### config.mk
export PLATFORM = sky130hd
export DESIGN_NAME = ptr_page2_regs
export DESIGN_NICKNAME = d
export VERILOG_FILES = /design/src/hw/ptr_pkg.sv /design/src/hw/ptr_page2_regs.sv
export SDC_FILE = /design/constraint.sdc
export NUM_CORES = 1
export LEC_CHECK = 0
export ABC_AREA = 1
export BUFFER_PORTS_ARGS = -buffer_cell sky130_fd_sc_hd__buf_2
export CAP_MARGIN = 20
export CORE_MARGIN = 1
export CORE_UTILIZATION = 47
export CTS_CLUSTER_DIAMETER = 150
export DETAILED_ROUTE_END_ITERATION = 7
export GPL_ROUTABILITY_DRIVEN = 0
export PLACE_DENSITY_LB_ADDON = 0.3
export RECOVER_POWER = 100
export REMOVE_ABC_BUFFERS = 1
export SKIP_CTS_REPAIR_TIMING = 1
export SLEW_MARGIN = 5
export SYNTH_ARGS = -nofsm -noshare
export SYNTH_HDL_FRONTEND = slang
export SYNTH_SLANG_ARGS = --single-unit
### constraint.sdc
create_clock -name hclk -period 1.5 [get_ports hclk]
set_input_delay 0.15 -clock hclk [delete_from_list [all_inputs] [get_ports hclk]]
set_output_delay 0.15 -clock hclk [all_outputs]
set_load 0.1 [all_outputs]
### src/hw/ptr_pkg.sv
// Purpose: Shared constants and carrier types of the page 2 trim and EEE bank.
// Assumes: Management register N sits at byte address 4*N on the AHB-Lite bus.
// Notes:   Only word transfers are honoured; all answers are OKAY.
package ptr_pkg;
   // Management register indices.
   localparam logic [4:0]  CTRL_IDX     = 5'h00;
   localparam logic [4:0]  STD_HI_IDX   = 5'h0F;
   localparam logic [4:0]  TRIM_IDX     = 5'h10;
   localparam logic [4:0]  EEE_IDX      = 5'h11;
   localparam logic [4:0]  PAGE2_LO_IDX = 5'h10;
   localparam logic [4:0]  PAGE2_HI_IDX = 5'h1E;
   localparam logic [4:0]  PAGE_IDX     = 5'h1F;
   // Page select codes and reset values.
   localparam logic [15:0] PAGE_STD     = 16'h0000;
   localparam logic [15:0] PAGE_EXT2    = 16'h0002;
   localparam logic [15:0] TRIM_RST     = 16'h02BE;
   localparam logic [11:0] EEE_RST      = 12'h000;
   localparam logic [1:0]  SPD_RST      = 2'h0;
   localparam logic [1:0]  SPD_GIG      = 2'h2;
   // Field positions of the standard control register.
   localparam int          CTRL_SRST_BIT = 15;
   localparam int          CTRL_SPDM_BIT = 6;
   localparam int          CTRL_SPDL_BIT = 13;
   // AHB-Lite codes and the LED idle pattern.
   localparam logic [2:0]  HSIZE_WORD   = 3'h2;
   localparam logic        HRESP_OKAY   = 1'b0;
   localparam logic [7:0]  LED_OFF      = 8'hFF;

   // Transmit amplitude trim fields, one per copper speed.
   typedef struct packed {
      logic [3:0] gig;
      logic [3:0] fe;
      logic [3:0] ten;
      logic [3:0] ten_e;
   } ptr_trim_t;

   // EEE debug controls in register order, bit 9 and status bits left out.
   typedef struct packed {
      logic       en_10te;
      logic       led_unidir;
      logic [3:0] led_inv;
      logic       force_gig;
      logic       force_lpi;
      logic       inh_fe_tx;
      logic       inh_fe_rx;
      logic       inh_gig_tx;
      logic       inh_gig_rx;
   } ptr_eee_t;

   // Line-side levels that arrive from outside the clock domain.
   typedef struct packed {
      logic link_up;
      logic eee_gig;
      logic eee_fe;
      logic speed_gig;
      logic speed_fe;
      logic mac_lpi;
      logic line_lpi;
   } ptr_phy_in_t;

   // Registered controls driven into the datapath.
   typedef struct packed {
      logic line_tx_lpi;
      logic mac_rx_lpi;
      logic force_gig_nomaster;
      logic en_10te;
      logic led_unidir;
   } ptr_phy_out_t;

   // Whole state of the bank.
   typedef struct packed {
      logic         ap_valid;
      logic         ap_write;
      logic [4:0]   ap_idx;
      logic [15:0]  page;
      logic [1:0]   spd;
      ptr_trim_t    trim;
      ptr_eee_t     eee;
      ptr_phy_in_t  sync1;
      ptr_phy_in_t  sync2;
      logic [31:0]  rdata;
      ptr_phy_out_t out;
      logic [7:0]   led;
   } ptr_state_t;
endpackage

### src/hw/ptr_page2_regs.sv
// Purpose: Extended page 2 bank with transmit trim and EEE debug control.
// Assumes: One AHB-Lite master, zero wait states, inputs on pins synchronised.
// Notes:   Contract
// Contract
// Writing 0x0002 to register 31 selects page 2; device honours it.
// With page 2 selected, registers 16-30 reach the page 2 bank.
// Registers 0-15 decode to standard space whatever the page.
// Writing 0x0000 to register 31 returns 16-30 to standard space.
// Trim bits 15:12 gigabit amplitude, read-write, reset 0000.
// Trim bits 11:8 fast Ethernet amplitude, read-write, reset 0010.
// Trim bits 7:4 10 Mb/s amplitude, read-write, reset 1011.
// Trim bits 3:0 energy-efficient 10 Mb/s amplitude, reset 1110.
// EEE bit 15 sticky enable of energy-efficient 10 Mb/s mode.
// EEE bit 14 sticky, keeps LEDs working in fiber unidirectional mode.
// EEE bits 13:10 sticky LED polarity inversion, LEDs active low otherwise.
// Bits 8, 7, 6 read link up, gigabit EEE, fast Ethernet EEE.
// Bit 5 sticky, gigabit link without forced role when speed is 10; the code applies it only with speed select SPD_GIG (1000).
// Bit 4 sticky, sends LPI on the line and ignores MAC data.
// Bit 3 sticky, blocks line transmit LPI in fast Ethernet mode.
// Bit 2 sticky, blocks LPI towards MAC in fast Ethernet mode.
// Bit 1 sticky, blocks line transmit LPI in gigabit mode.
// Bit 0 sticky, blocks LPI towards MAC in gigabit mode.
// Software uses bits 4:0 only for debug, leaving defaults.
// Sticky bits survive software reset, cleared only by hardware reset.
// Reserved bit 9 reads zero and ignores writes.
`timescale 1ns/1ps
module ptr_page2_regs
   import ptr_pkg::*;
(
   input  wire logic        hclk,
   input  wire logic        hresetn,
   input  wire logic        hsel,
   input  wire logic [31:0] haddr,
   input  wire logic [1:0]  htrans,
   input  wire logic        hwrite,
   input  wire logic [2:0]  hsize,
   input  wire logic [31:0] hwdata,
   input  wire logic        hready,
   output logic             hreadyout,
   output logic             hresp,
   output logic [31:0]      hrdata,
   input  ptr_phy_in_t      phy_in,
   input  wire logic        fiber_unidir,
   input  wire logic [7:0]  led_request,
   output ptr_trim_t        tx_trim,
   output ptr_phy_out_t     phy_out,
   output logic [7:0]       indicator_outputs
);

   ptr_state_t st_reg;
   ptr_state_t st_next;

   // True when an index is steered onto the page 2 bank.
   function automatic logic is_page2(input logic [4:0] idx, input logic [15:0] pg);
      is_page2 = (pg == PAGE_EXT2) && (idx >= PAGE2_LO_IDX) && (idx <= PAGE2_HI_IDX);
   endfunction

   logic        addr_take;
   logic        data_wr;
   logic [15:0] wdat;
   logic [15:0] rd_val;
   logic        spd_gig;
   logic        spd_fe;
   logic        led_hold;

   // Zero wait states, so the slave is always ready and always OKAY.
   assign hreadyout = 1'b1;
   assign hresp     = HRESP_OKAY;
   assign hrdata    = st_reg.rdata;
   assign tx_trim   = st_reg.trim;
   assign phy_out   = st_reg.out;
   assign indicator_outputs = st_reg.led;

   // Address phase accepted only for mapped word transfers.
   assign addr_take = hsel && hready && htrans[1] && (hsize == HSIZE_WORD)
                      && (haddr[31:7] == 25'h0) && (haddr[1:0] == 2'h0);
   assign data_wr   = st_reg.ap_valid && st_reg.ap_write;
   assign wdat      = hwdata[15:0];
   assign spd_gig   = st_reg.sync2.speed_gig;
   assign spd_fe    = st_reg.sync2.speed_fe;
   assign led_hold  = fiber_unidir && !st_reg.eee.led_unidir;

   // Read value of the index presented in the address phase.
   always_comb
   begin
      rd_val = 16'h0000;
      if (haddr[6:2] == PAGE_IDX)
      begin
         rd_val = st_reg.page;
      end
      else if (haddr[6:2] == CTRL_IDX)
      begin
         rd_val[CTRL_SPDM_BIT] = st_reg.spd[1];
         rd_val[CTRL_SPDL_BIT] = st_reg.spd[0];
      end
      else if (is_page2(haddr[6:2], st_reg.page))
      begin
         if (haddr[6:2] == TRIM_IDX)
         begin
            rd_val = st_reg.trim;
         end
         else if (haddr[6:2] == EEE_IDX)
         begin
            rd_val = {st_reg.eee.en_10te, st_reg.eee.led_unidir,
                      st_reg.eee.led_inv, 1'b0,
                      st_reg.sync2.link_up, st_reg.sync2.eee_gig,
                      st_reg.sync2.eee_fe,
                      st_reg.eee.force_gig, st_reg.eee.force_lpi,
                      st_reg.eee.inh_fe_tx, st_reg.eee.inh_fe_rx,
                      st_reg.eee.inh_gig_tx, st_reg.eee.inh_gig_rx};
         end
      end
   end

   // Next state: bus phases, register writes, synchronisers and outputs.
   always_comb
   begin
      st_next          = st_reg;
      st_next.ap_valid = addr_take;
      st_next.ap_write = hwrite;
      st_next.ap_idx   = haddr[6:2];
      if (addr_take && !hwrite)
      begin
         st_next.rdata = {16'h0000, rd_val};
      end
      st_next.sync1 = phy_in;
      st_next.sync2 = st_reg.sync1;
      if (data_wr)
      begin
         if (st_reg.ap_idx == PAGE_IDX)
         begin
            st_next.page = wdat;
         end
         else if (st_reg.ap_idx == CTRL_IDX)
         begin
            st_next.spd = {wdat[CTRL_SPDM_BIT], wdat[CTRL_SPDL_BIT]};
            if (wdat[CTRL_SRST_BIT])
            begin
               // Software reset: plain fields go home, sticky EEE stays.
               st_next.spd  = SPD_RST;
               st_next.trim = TRIM_RST;
               st_next.page = PAGE_STD;
            end
         end
         else if (is_page2(st_reg.ap_idx, st_reg.page))
         begin
            if (st_reg.ap_idx == TRIM_IDX)
            begin
               st_next.trim = wdat;
            end
            else if (st_reg.ap_idx == EEE_IDX)
            begin
               st_next.eee = {wdat[15:10], wdat[5:0]};
            end
         end
      end
      // LPI steering per speed mode.
      st_next.out.line_tx_lpi = st_reg.eee.force_lpi
         || (st_reg.sync2.mac_lpi
             && !(spd_fe && st_reg.eee.inh_fe_tx)
             && !(spd_gig && st_reg.eee.inh_gig_tx));
      st_next.out.mac_rx_lpi = st_reg.sync2.line_lpi
         && !(spd_fe && st_reg.eee.inh_fe_rx)
         && !(spd_gig && st_reg.eee.inh_gig_rx);
      st_next.out.force_gig_nomaster = st_reg.eee.force_gig && (st_reg.spd == SPD_GIG);
      st_next.out.en_10te    = st_reg.eee.en_10te;
      st_next.out.led_unidir = st_reg.eee.led_unidir;
      // LED pins idle high and drive low when lit, unless inverted.
      for (int i = 0; i < 8; i++)
      begin
         st_next.led[i] = (led_request[i] && !led_hold) ^ !st_reg.eee.led_inv[i % 4];
      end
   end

   // State register; hardware reset restores every field.
   always_ff @(posedge hclk or negedge hresetn)
   begin
      if (!hresetn)
      begin
         st_reg       <= '0;
         st_reg.page  <= PAGE_STD;
         st_reg.spd   <= SPD_RST;
         st_reg.trim  <= TRIM_RST;
         st_reg.eee   <= EEE_RST;
         st_reg.led   <= LED_OFF;
      end
      else
      begin
         st_reg <= st_next;
      end
   end
endmodule

# --- Yosys cells after proc, flatten, opt, wreduce, memory -nomap -nowiden ---
# Index checks and enable logic that the tools add are counted.
totals:
  reg_bits: 96
  latch_bits: 0
  ram_bits: 0
  mem_bits_ro: 0
  output_inout_bits: 63
  elab_cells: 134
  memories: 0
op_classes:
  n_addsub: 0
  n_mul: 0
  n_div: 0
  n_lt_le_gt_ge: 4
  eq_ne: 10
  shift: 0
  n_mux: 17
  n_bitwise: 11
  n_reduce_logical: 53
ops:
  columns: ["op", "n"]
  rows:
  - ["$mux 16", 7]
  - ["$mux 34", 1]
  - ["$eq 5x5->1 const B", 6]
  - ["$logic_and 1x1->1", 29]
  - ["$mux 28", 1]
  - ["$logic_not 25->1", 1]
  - ["$mux 12", 2]
  - ["$mux 18", 1]
  - ["$eq 16x2->1 const B", 1]
  - ["$mux 6", 2]
  - ["$logic_not 1->1", 11]
  - ["$ge 5x5->1 const B", 2]
  - ["$le 5x5->1 const B", 2]
  - ["$logic_not 5->1", 2]
  - ["$reduce_bool 2->1", 4]
  - ["$xor 1x1->1", 8]
  - ["$reduce_and 3->1", 2]
  - ["$reduce_and 6->1", 1]
  - ["$reduce_and 5->1", 1]
  - ["$eq 3x2->1 const B", 1]
  - ["$not 1->1", 3]
  - ["$eq 2x2->1 const B", 1]
  - ["$logic_not 2->1", 1]
  - ["$mux 1", 2]
  - ["other kinds (3)", 3]

# --- Logic depth before layout (Yosys ltp) ---
# Gate-level depths: netlist (run 1).
logic_depth:
  ltp_word: 6
  depth_mapped: 11

# --- Worst setup path after synthesis (run 1) ---
# No wires, ideal clock.
synth_path:
  path_kind: "reg-to-reg"
  start: "register st_reg[89] (netlist name)"
  end: "register st_reg (netlist bit tx_trim[13])"
  setup_time_ps: 117
  t_arrival_ps: 1326
  required_time_ps: 1383
  path_slack_ps: 57
  stages_incl_launch_ff: 12
  n_path_buf: 1
  synth_period_minus_slack_ps: 1443
  cell_sequence: "dfrtp_1 > inv_1 > nand2_1 > nor2_1 > nand2_1 > nor2_4 > nand2_4 > nand2_8 > nand2_4 > buf_6 > nand2_1 > o21ai_2"
synth_between:
  elab_chain_cells: 5
synth_lines:
  columns: ["item", "line", "rtl"]
  rows:
  - ["start: declaration", "ptr_page2_regs.sv:50", "ptr_state_t st_reg;"]
  - ["start signal: assignment", "ptr_page2_regs.sv:189", "st_reg <= st_next;"]
  - ["$eq 16x2->1", "ptr_page2_regs.sv:55", "is_page2 = (pg == PAGE_EXT2) && (idx >= PAGE2_LO_IDX) && (idx <= PAGE2_HI_IDX);"]
  - ["$logic_and 1x1->1 (2 in series)", "ptr_page2_regs.sv:55", null]
  - ["$reduce_bool 2->1 (no line)", null, null]
  - ["$reduce_and 5->1 (no line)", null, null]
# No other way between the ends.
# A chain may end at the register's enable or synchronous reset.

# --- Final worst setup path (run 1) ---
layout_path:
  start: "register st_reg[95] (netlist name)"
  end: "register st_reg (netlist bit st_next[9])"
layout_between:
  elab_chain_cells: 4
layout_lines:
  columns: ["item", "line"]
  rows:
  - ["$eq 16x2->1", "ptr_page2_regs.sv:55"]
  - ["$logic_and 1x1->1 (2 in series)", "ptr_page2_regs.sv:55"]
  - ["$reduce_and 6->1 (no line)", null]
# No other way between the ends.

==> results of run 1 <==
## layer usage
layer  GRT usage [%]  up-vias
met5               0        -
met4            7.04        0
met3            4.14       49
met2            36.7      243
met1            28.9     2047
li1                -     2084
## tightest hold or removal path, stage by stage
cell and delay, ns:
buf_2 0.09, nand2_1 0.07, xor2_1 0.06
## metrics by stage
stage | instance area [um^2] | hold slack [ns]
3_3_place_gp | 5610 | 0.0978
6_report | 6430 | 0.00573
4_1_cts | 5820 | -0.298
5_1_grt | 6430 | 0.00302
2_1_floorplan | 4480 | -0.146
3_5_place_dp | 5610 | 0.101
## power by group through the flow
stage	Combinational, mW	Sequential [mW]	Clock (mW)
finish	0.694	2.65	1.80
global route	0.741	2.65	1.95
CTS	0.669	2.65	1.83
detailed placement	0.667	2.70	0
global placement	0.659	2.70	0
floorplan	0.300	2.79	0
## cells by family after synthesis
group           after synthesis
buf+inv                     125
simple gates                319
flops                        96
other cells                   2
compound gates               49
xor+xnor                      8
## cell usage after synthesis (all sizes together)
master  number  area, um^2
a21oi        2        21.3
a31o         1        8.76
a31oi        1        21.3
and2         1        6.26
buf         81         601
clkbuf       1        3.75
clkinv       2        8.75
conb         2        7.51
dfrtp       81        2030
dfstp       15         394
inv         41         154
nand2      159         648
nand3       32         165
nand3b       3        22.5
nand4       33         213
nor2        88         360
nor3         3        26.3
o21ai       45         267
xor2         8        70.1
## path summary, 6_finish.rpt
path / startpoint / endpoint / slack [ns] / cells after the start
max in group asynchronous: hresetn / tx_trim[7] / 0.19 / 3
min: led_request[3] / indicator_outputs[3] / 0.006 / 3
min reg2reg: st_next[48] / spd_gig / 0.36 / 0
min in group asynchronous: hresetn / st_reg[67] / 0.33 / 2
max reg2reg: st_reg[95] / st_next[9] / -0.18 / 10
max: st_reg[95] / st_next[9] / -0.18 / 10
## layout make-up
| class | count | area (um^2) |
|---|---|---|
| repair inverters | 1 | 7.51 |
| well taps | 136 | 170 |
| multi-input cells | 396 | 2230 |
| repair buffers | 177 | 1220 |
| clock buffers | 9 | 124 |
| clock inverters | 7 | 87.6 |
| fillers | 855 | 3890 |
| inverters | 43 | 170 |
| flip-flops and latches | 96 | 2420 |
==> flow_summary.yaml, run 1 <==
pwr:
  internal-power_mw: 3.60
  power_frac_clock_pct: 35.0
  p_seq_share_pct: 51.5
  p_switching_mw: 1.54
  power_frac_comb_pct: 13.5
  power_density_nw_per_um2: 799
  sw_frac_of_total_pct: 30.0
  power.leakage_nw: 3.22
  finalPower_mw: 5.14
  peakVddDrop_mv: 0.561
synth:
  synth_top_family_by_area: "simple AND/OR/NAND/NOR gates"
  synthDistinctLibCells: 34
  synth_fa_ha_area_share_pct: 0
  syn_inst: 599
  seq_area_frac_synth_pct: 48.2
  synth_xor_area_share_pct: 1.39
  netlist_area_um2: 5020
  synth-warning-count: 0
  synth_mux_area_share_pct: 0
  synth-seq-cells: 96
  synth_area_per_cell_um2: 8.39
  synth-compound-area-share_pct: 6.32
  yosys.area_share.simple_pct: 28.7
global_routing:
  grt_pass1_vias: 4031
  grt_usage_pct: 22.0
  overflow: 0
  grt_pass1_wl_um: 19100
  grt_max_degree: 33
  antenna_found_initial: 0
finish:
  drive_gt1_share_pct: 39.9
  largest_reg_flops: 40
  final_util_pct: 62.3
  stdcell_count: 865
  final_common_cell: "nand2_1"
  fin_nets: 814
  final_cell_mix: "nand2_1, dfrtp_1, buf_2, nor2_1, nand2_2"
  synthToLayoutAreaGrowth_pct: 28.0
  diodes: 0
die:
  die_area_um2: 11100
  core.rowCount: 37
  start_util_pct: 48.7
  num_io_pins: 153
  die_w_um: 105
  die_h_um: 105
  core_area_um2: 10300
critical_path:
  worstSetupPathType: "flop to flop"
  max_stage_delay_ns: 0.39
  crit_fanout: 7
  arrival_ns: 1.95
  cp.required_ns: 1.77
  cp_top_family: "simple AND/OR/NAND/NOR gates"
  crit_chain: "inv_2, nand2_1, nor2_2, nand2_2, nor2_4, buf_6, nand4_4, clkbuf_16, nand2_4, o21ai_2"
  slowest_stage: "dfrtp_1"
  crit_buf_inv: 3
  start_kind: "flop"
  cp-end-kind: "flop"
clock_network:
  cts_tree: "yes"
  root_buffer: "clkbuf_8"
  cts_sinks: 96
  cts_buffers: 9
  htreeDepth: 3
  clk_pin_slew_ns: 0.10
  clk-insertion-delay-late_ns: 0.37
  cts_max_path_buffers: 2
routing:
  firstDrtPassIters: 5
  wl_met1_um: 5390
  wirelength_um: 13200
  avgRoutedWirePerCell_um: 15.2
  dr_wl_met2_um: 6290
  drtAntennaViolNets: 0
  vias: 4423
  wl_met3_um: 960
  routed_via_density: 5.11
  topRoutingLayerUsed: "met4"
  drc_errors: 0
  drtIter0Drc: 274
timing:
  setup_viol: 45
  finalHoldViolations: 0
  fin_ws_ns: -0.182
  max_freq_mhz: 594
  finalMaxSlewViolations: 0
  max_slew_margin_pct: 57.2
  rsz0062_at_grt: "true"
  fin_crit_sh_pct: 112
  skew_ns: 0.0120
  fin_setup_tns_ns: -4.15
  min_period_ns: 1.68
  worst_pin_slew_ns: 0.642
min_path:
  hp-class: "input pin to flop"
outcome:
  violations: "setup timing"
  status: "finished with violations"
place:
  place_hpwl_um: 8470
  dp_slack_ns: -0.131
  port_buffers: 117
  dp.cells: 822
run:
  maxCapViolCount: 0
No activity file was read; power rests on OpenSTA's default activity.
==> inputs of run 2 (changes only) <==
--- a/config.mk
+++ b/config.mk
@@ -8,8 +8,10 @@
 export ABC_AREA = 1
 export BUFFER_PORTS_ARGS = -buffer_cell sky130_fd_sc_hd__buf_2
 export CAP_MARGIN = 20
+export CELL_PAD_IN_SITES_DETAIL_PLACEMENT = 0
+export CELL_PAD_IN_SITES_GLOBAL_PLACEMENT = 1
 export CORE_MARGIN = 1
-export CORE_UTILIZATION = 47
+export CORE_UTILIZATION = 34
 export CTS_CLUSTER_DIAMETER = 150
 export DETAILED_ROUTE_END_ITERATION = 7
 export GPL_ROUTABILITY_DRIVEN = 0
==> flow_summary.yaml, run 2 (same netlist as run 1, synthesis figures left out) <==
pwr:
  power_density_nw_per_um2: 859
  p_switching_mw: 1.57
  sw_frac_of_total_pct: 27.2
  peakVddDrop_mv: 0.668
  p_seq_share_pct: 46.1
  power.leakage_nw: 3.37
  power_frac_clock_pct: 41.7
  power_frac_comb_pct: 12.2
  internal-power_mw: 4.19
die:
  die_area_um2: 15300
  num_io_pins: 153
  die_w_um: 124
  die_h_um: 124
  core_area_um2: 14500
  core.rowCount: 44
  start_util_pct: 34.7
timing:
  fin_ws_ns: -0.130
  setup_viol: 52
  max_freq_mhz: 614
  finalHoldViolations: 0
  max_slew_margin_pct: 57.0
  min_period_ns: 1.63
  fin_crit_sh_pct: 109
  rsz0062_at_grt: "true"
  worst_pin_slew_ns: 0.645
  finalMaxSlewViolations: 0
  hold_ws_ns: 0.0209
  fin_setup_tns_ns: -2.85
  skew_ns: 0.00891
critical_path:
  cp.required_ns: 1.74
  crit_chain: "inv_2, nand2_2, nor2_4, nand2_2, nor2_4, buf_6, nand4_4, buf_8, nand2_1, o21ai_1"
  arrival_ns: 1.87
  r2r-end: "st_reg[62]"
  worstSetupPathType: "flop to flop"
  crit_buf_inv: 3
  crit_fanout: 6
  worst-r2r-cell-count: 10
  slowest_stage: "dfrtp_1"
  r2r-start: "st_reg[104]"
  start_kind: "flop"
  worstSetupStartpoint: "st_reg[104]"
  cp-end-kind: "flop"
  regToRegSetupSlack_ns: -0.13
  crit_cells: 10
  max_stage_delay_ns: 0.40
  cp_top_family: "simple AND/OR/NAND/NOR gates"
clock_network:
  htreeDepth: 3
  cts_max_path_buffers: 2
  cts_tree: "yes"
  clk_pin_slew_ns: 0.07
  cts_buffers: 9
  root_buffer: "clkbuf_16"
  cts_sinks: 96
  clk-insertion-delay-late_ns: 0.35
finish:
  largest_reg_flops: 40
  synthToLayoutAreaGrowth_pct: 33.3
  final_common_cell: "nand2_1"
  diodes: 0
  num-fill-cells: 1443
  drive_gt1_share_pct: 41.8
  final_cell_mix: "nand2_1, dfrtp_1, nor2_1, buf_2, buf_4"
  fin_nets: 827
min_path:
  hold_end: "indicator_outputs[5]"
  hp-start: "led_request[5]"
  hp-class: "input pin to flop"
  whs_path_depth: 3
routing:
  vias: 4315
  firstDrtPassIters: 4
  drc_errors: 0
  wirelength_um: 14000
  drtIter0Drc: 193
  routed_via_density: 4.66
  drtAntennaViolNets: 0
  avgRoutedWirePerCell_um: 15.2
global_routing:
  grt_pass1_vias: 4003
  grt_pass1_wl_um: 20500
  grt_usage_pct: 18.1
  antenna_found_initial: 0
  grt_max_degree: 45
  overflow: 0
outcome:
  status: "finished with violations"
  violations: "setup timing"
place:
  port_buffers: 117
  place_hpwl_um: 9130
run:
  maxCapViolCount: 0
==> run 2: cell count changes in the layout (fill, tap and decap cells not counted), moves of 4 or more <==
cell	before	now
nand2_4	10	6
clkbuf_8	9	2
nand3_1	17	23
nand3_2	13	9
dfstp_1	7	3
dfstp_2	8	12
clkbuf_16	2	12
o21ai_1	16	12
buf_4	24	38
o21ai_2	15	23
o21ai_0	14	10
==> run 2: metal layers <==
layer  part of all wire (%)  up-vias  global-route usage (%)  wire length [um]
li1                       -     2114                       -                 -
met1                     44     2012                    23.2              6230
met2                     47      160                    30.1              6660
met3                    5.8       29                    3.75               810
met4                    2.5        0                    6.63               350
met5                      0        -                       0                 0
==> run 2: through the flow <==
step / setup slack, ns / cell area, um^2 / util (%) / instances / power (mW)
finish: -0.130 / 6700 / 46.3 / 926 / 5.75
detailed placement: -0.156 / 5720 / 39.5 / 878 / 3.37
global placement: -0.121 / 5720 / 39.5 / 878 / 3.36
global route: -0.207 / 6700 / 46.3 / 926 / 5.95
floorplan: -0.280 / 4480 / - / 533 / 3.09
CTS: -0.165 / 6030 / 41.6 / 894 / 5.79
==> run 2: worst max path at each step <==
stage               slack (ns)          end
finish                   -0.13   st_reg[62]
floorplan                -0.28   hrdata[13]
detailed placement       -0.16  tx_trim[10]
global route             -0.21   st_reg[64]
global placement         -0.12   tx_trim[8]
CTS                      -0.17  tx_trim[13]
==> run 2: worst reg2reg max path: stages (launching register included) <==
cell	delay (ns)
dfrtp_1	0.40
inv_2	0.07
nand2_2	0.06
nor2_4	0.12
nand2_2	0.08
nor2_4	0.16
buf_6	0.12
nand4_4	0.17
buf_8	0.22
nand2_1	0.06
o21ai_1	0.06
==> run 2: power by group through the flow <==
stage,Sequential (mW),Clock [mW],Combinational [mW]
final,2.65,2.40,0.700
after global routing,2.66,2.54,0.752
after CTS,2.65,2.46,0.676
after detailed placement,2.70,0,0.673
after global placement,2.70,0,0.667
after floorplan,2.79,0,0.300
==> run 2: area by class of cell <==
cell class | instances | area (um^2) | area share (%)
clock buffer | 12 | 256 | 3.83
timing repair buffer | 189 | 1350 | 20.1
tap | 184 | 230 | 3.44
inverter | 43 | 170 | 2.54
timing repair inverter | 1 | 7.51 | 0.112
sequential | 96 | 2420 | 36.1
multi-input combinational | 397 | 2210 | 33.0
clock inverter | 4 | 52.6 | 0.784
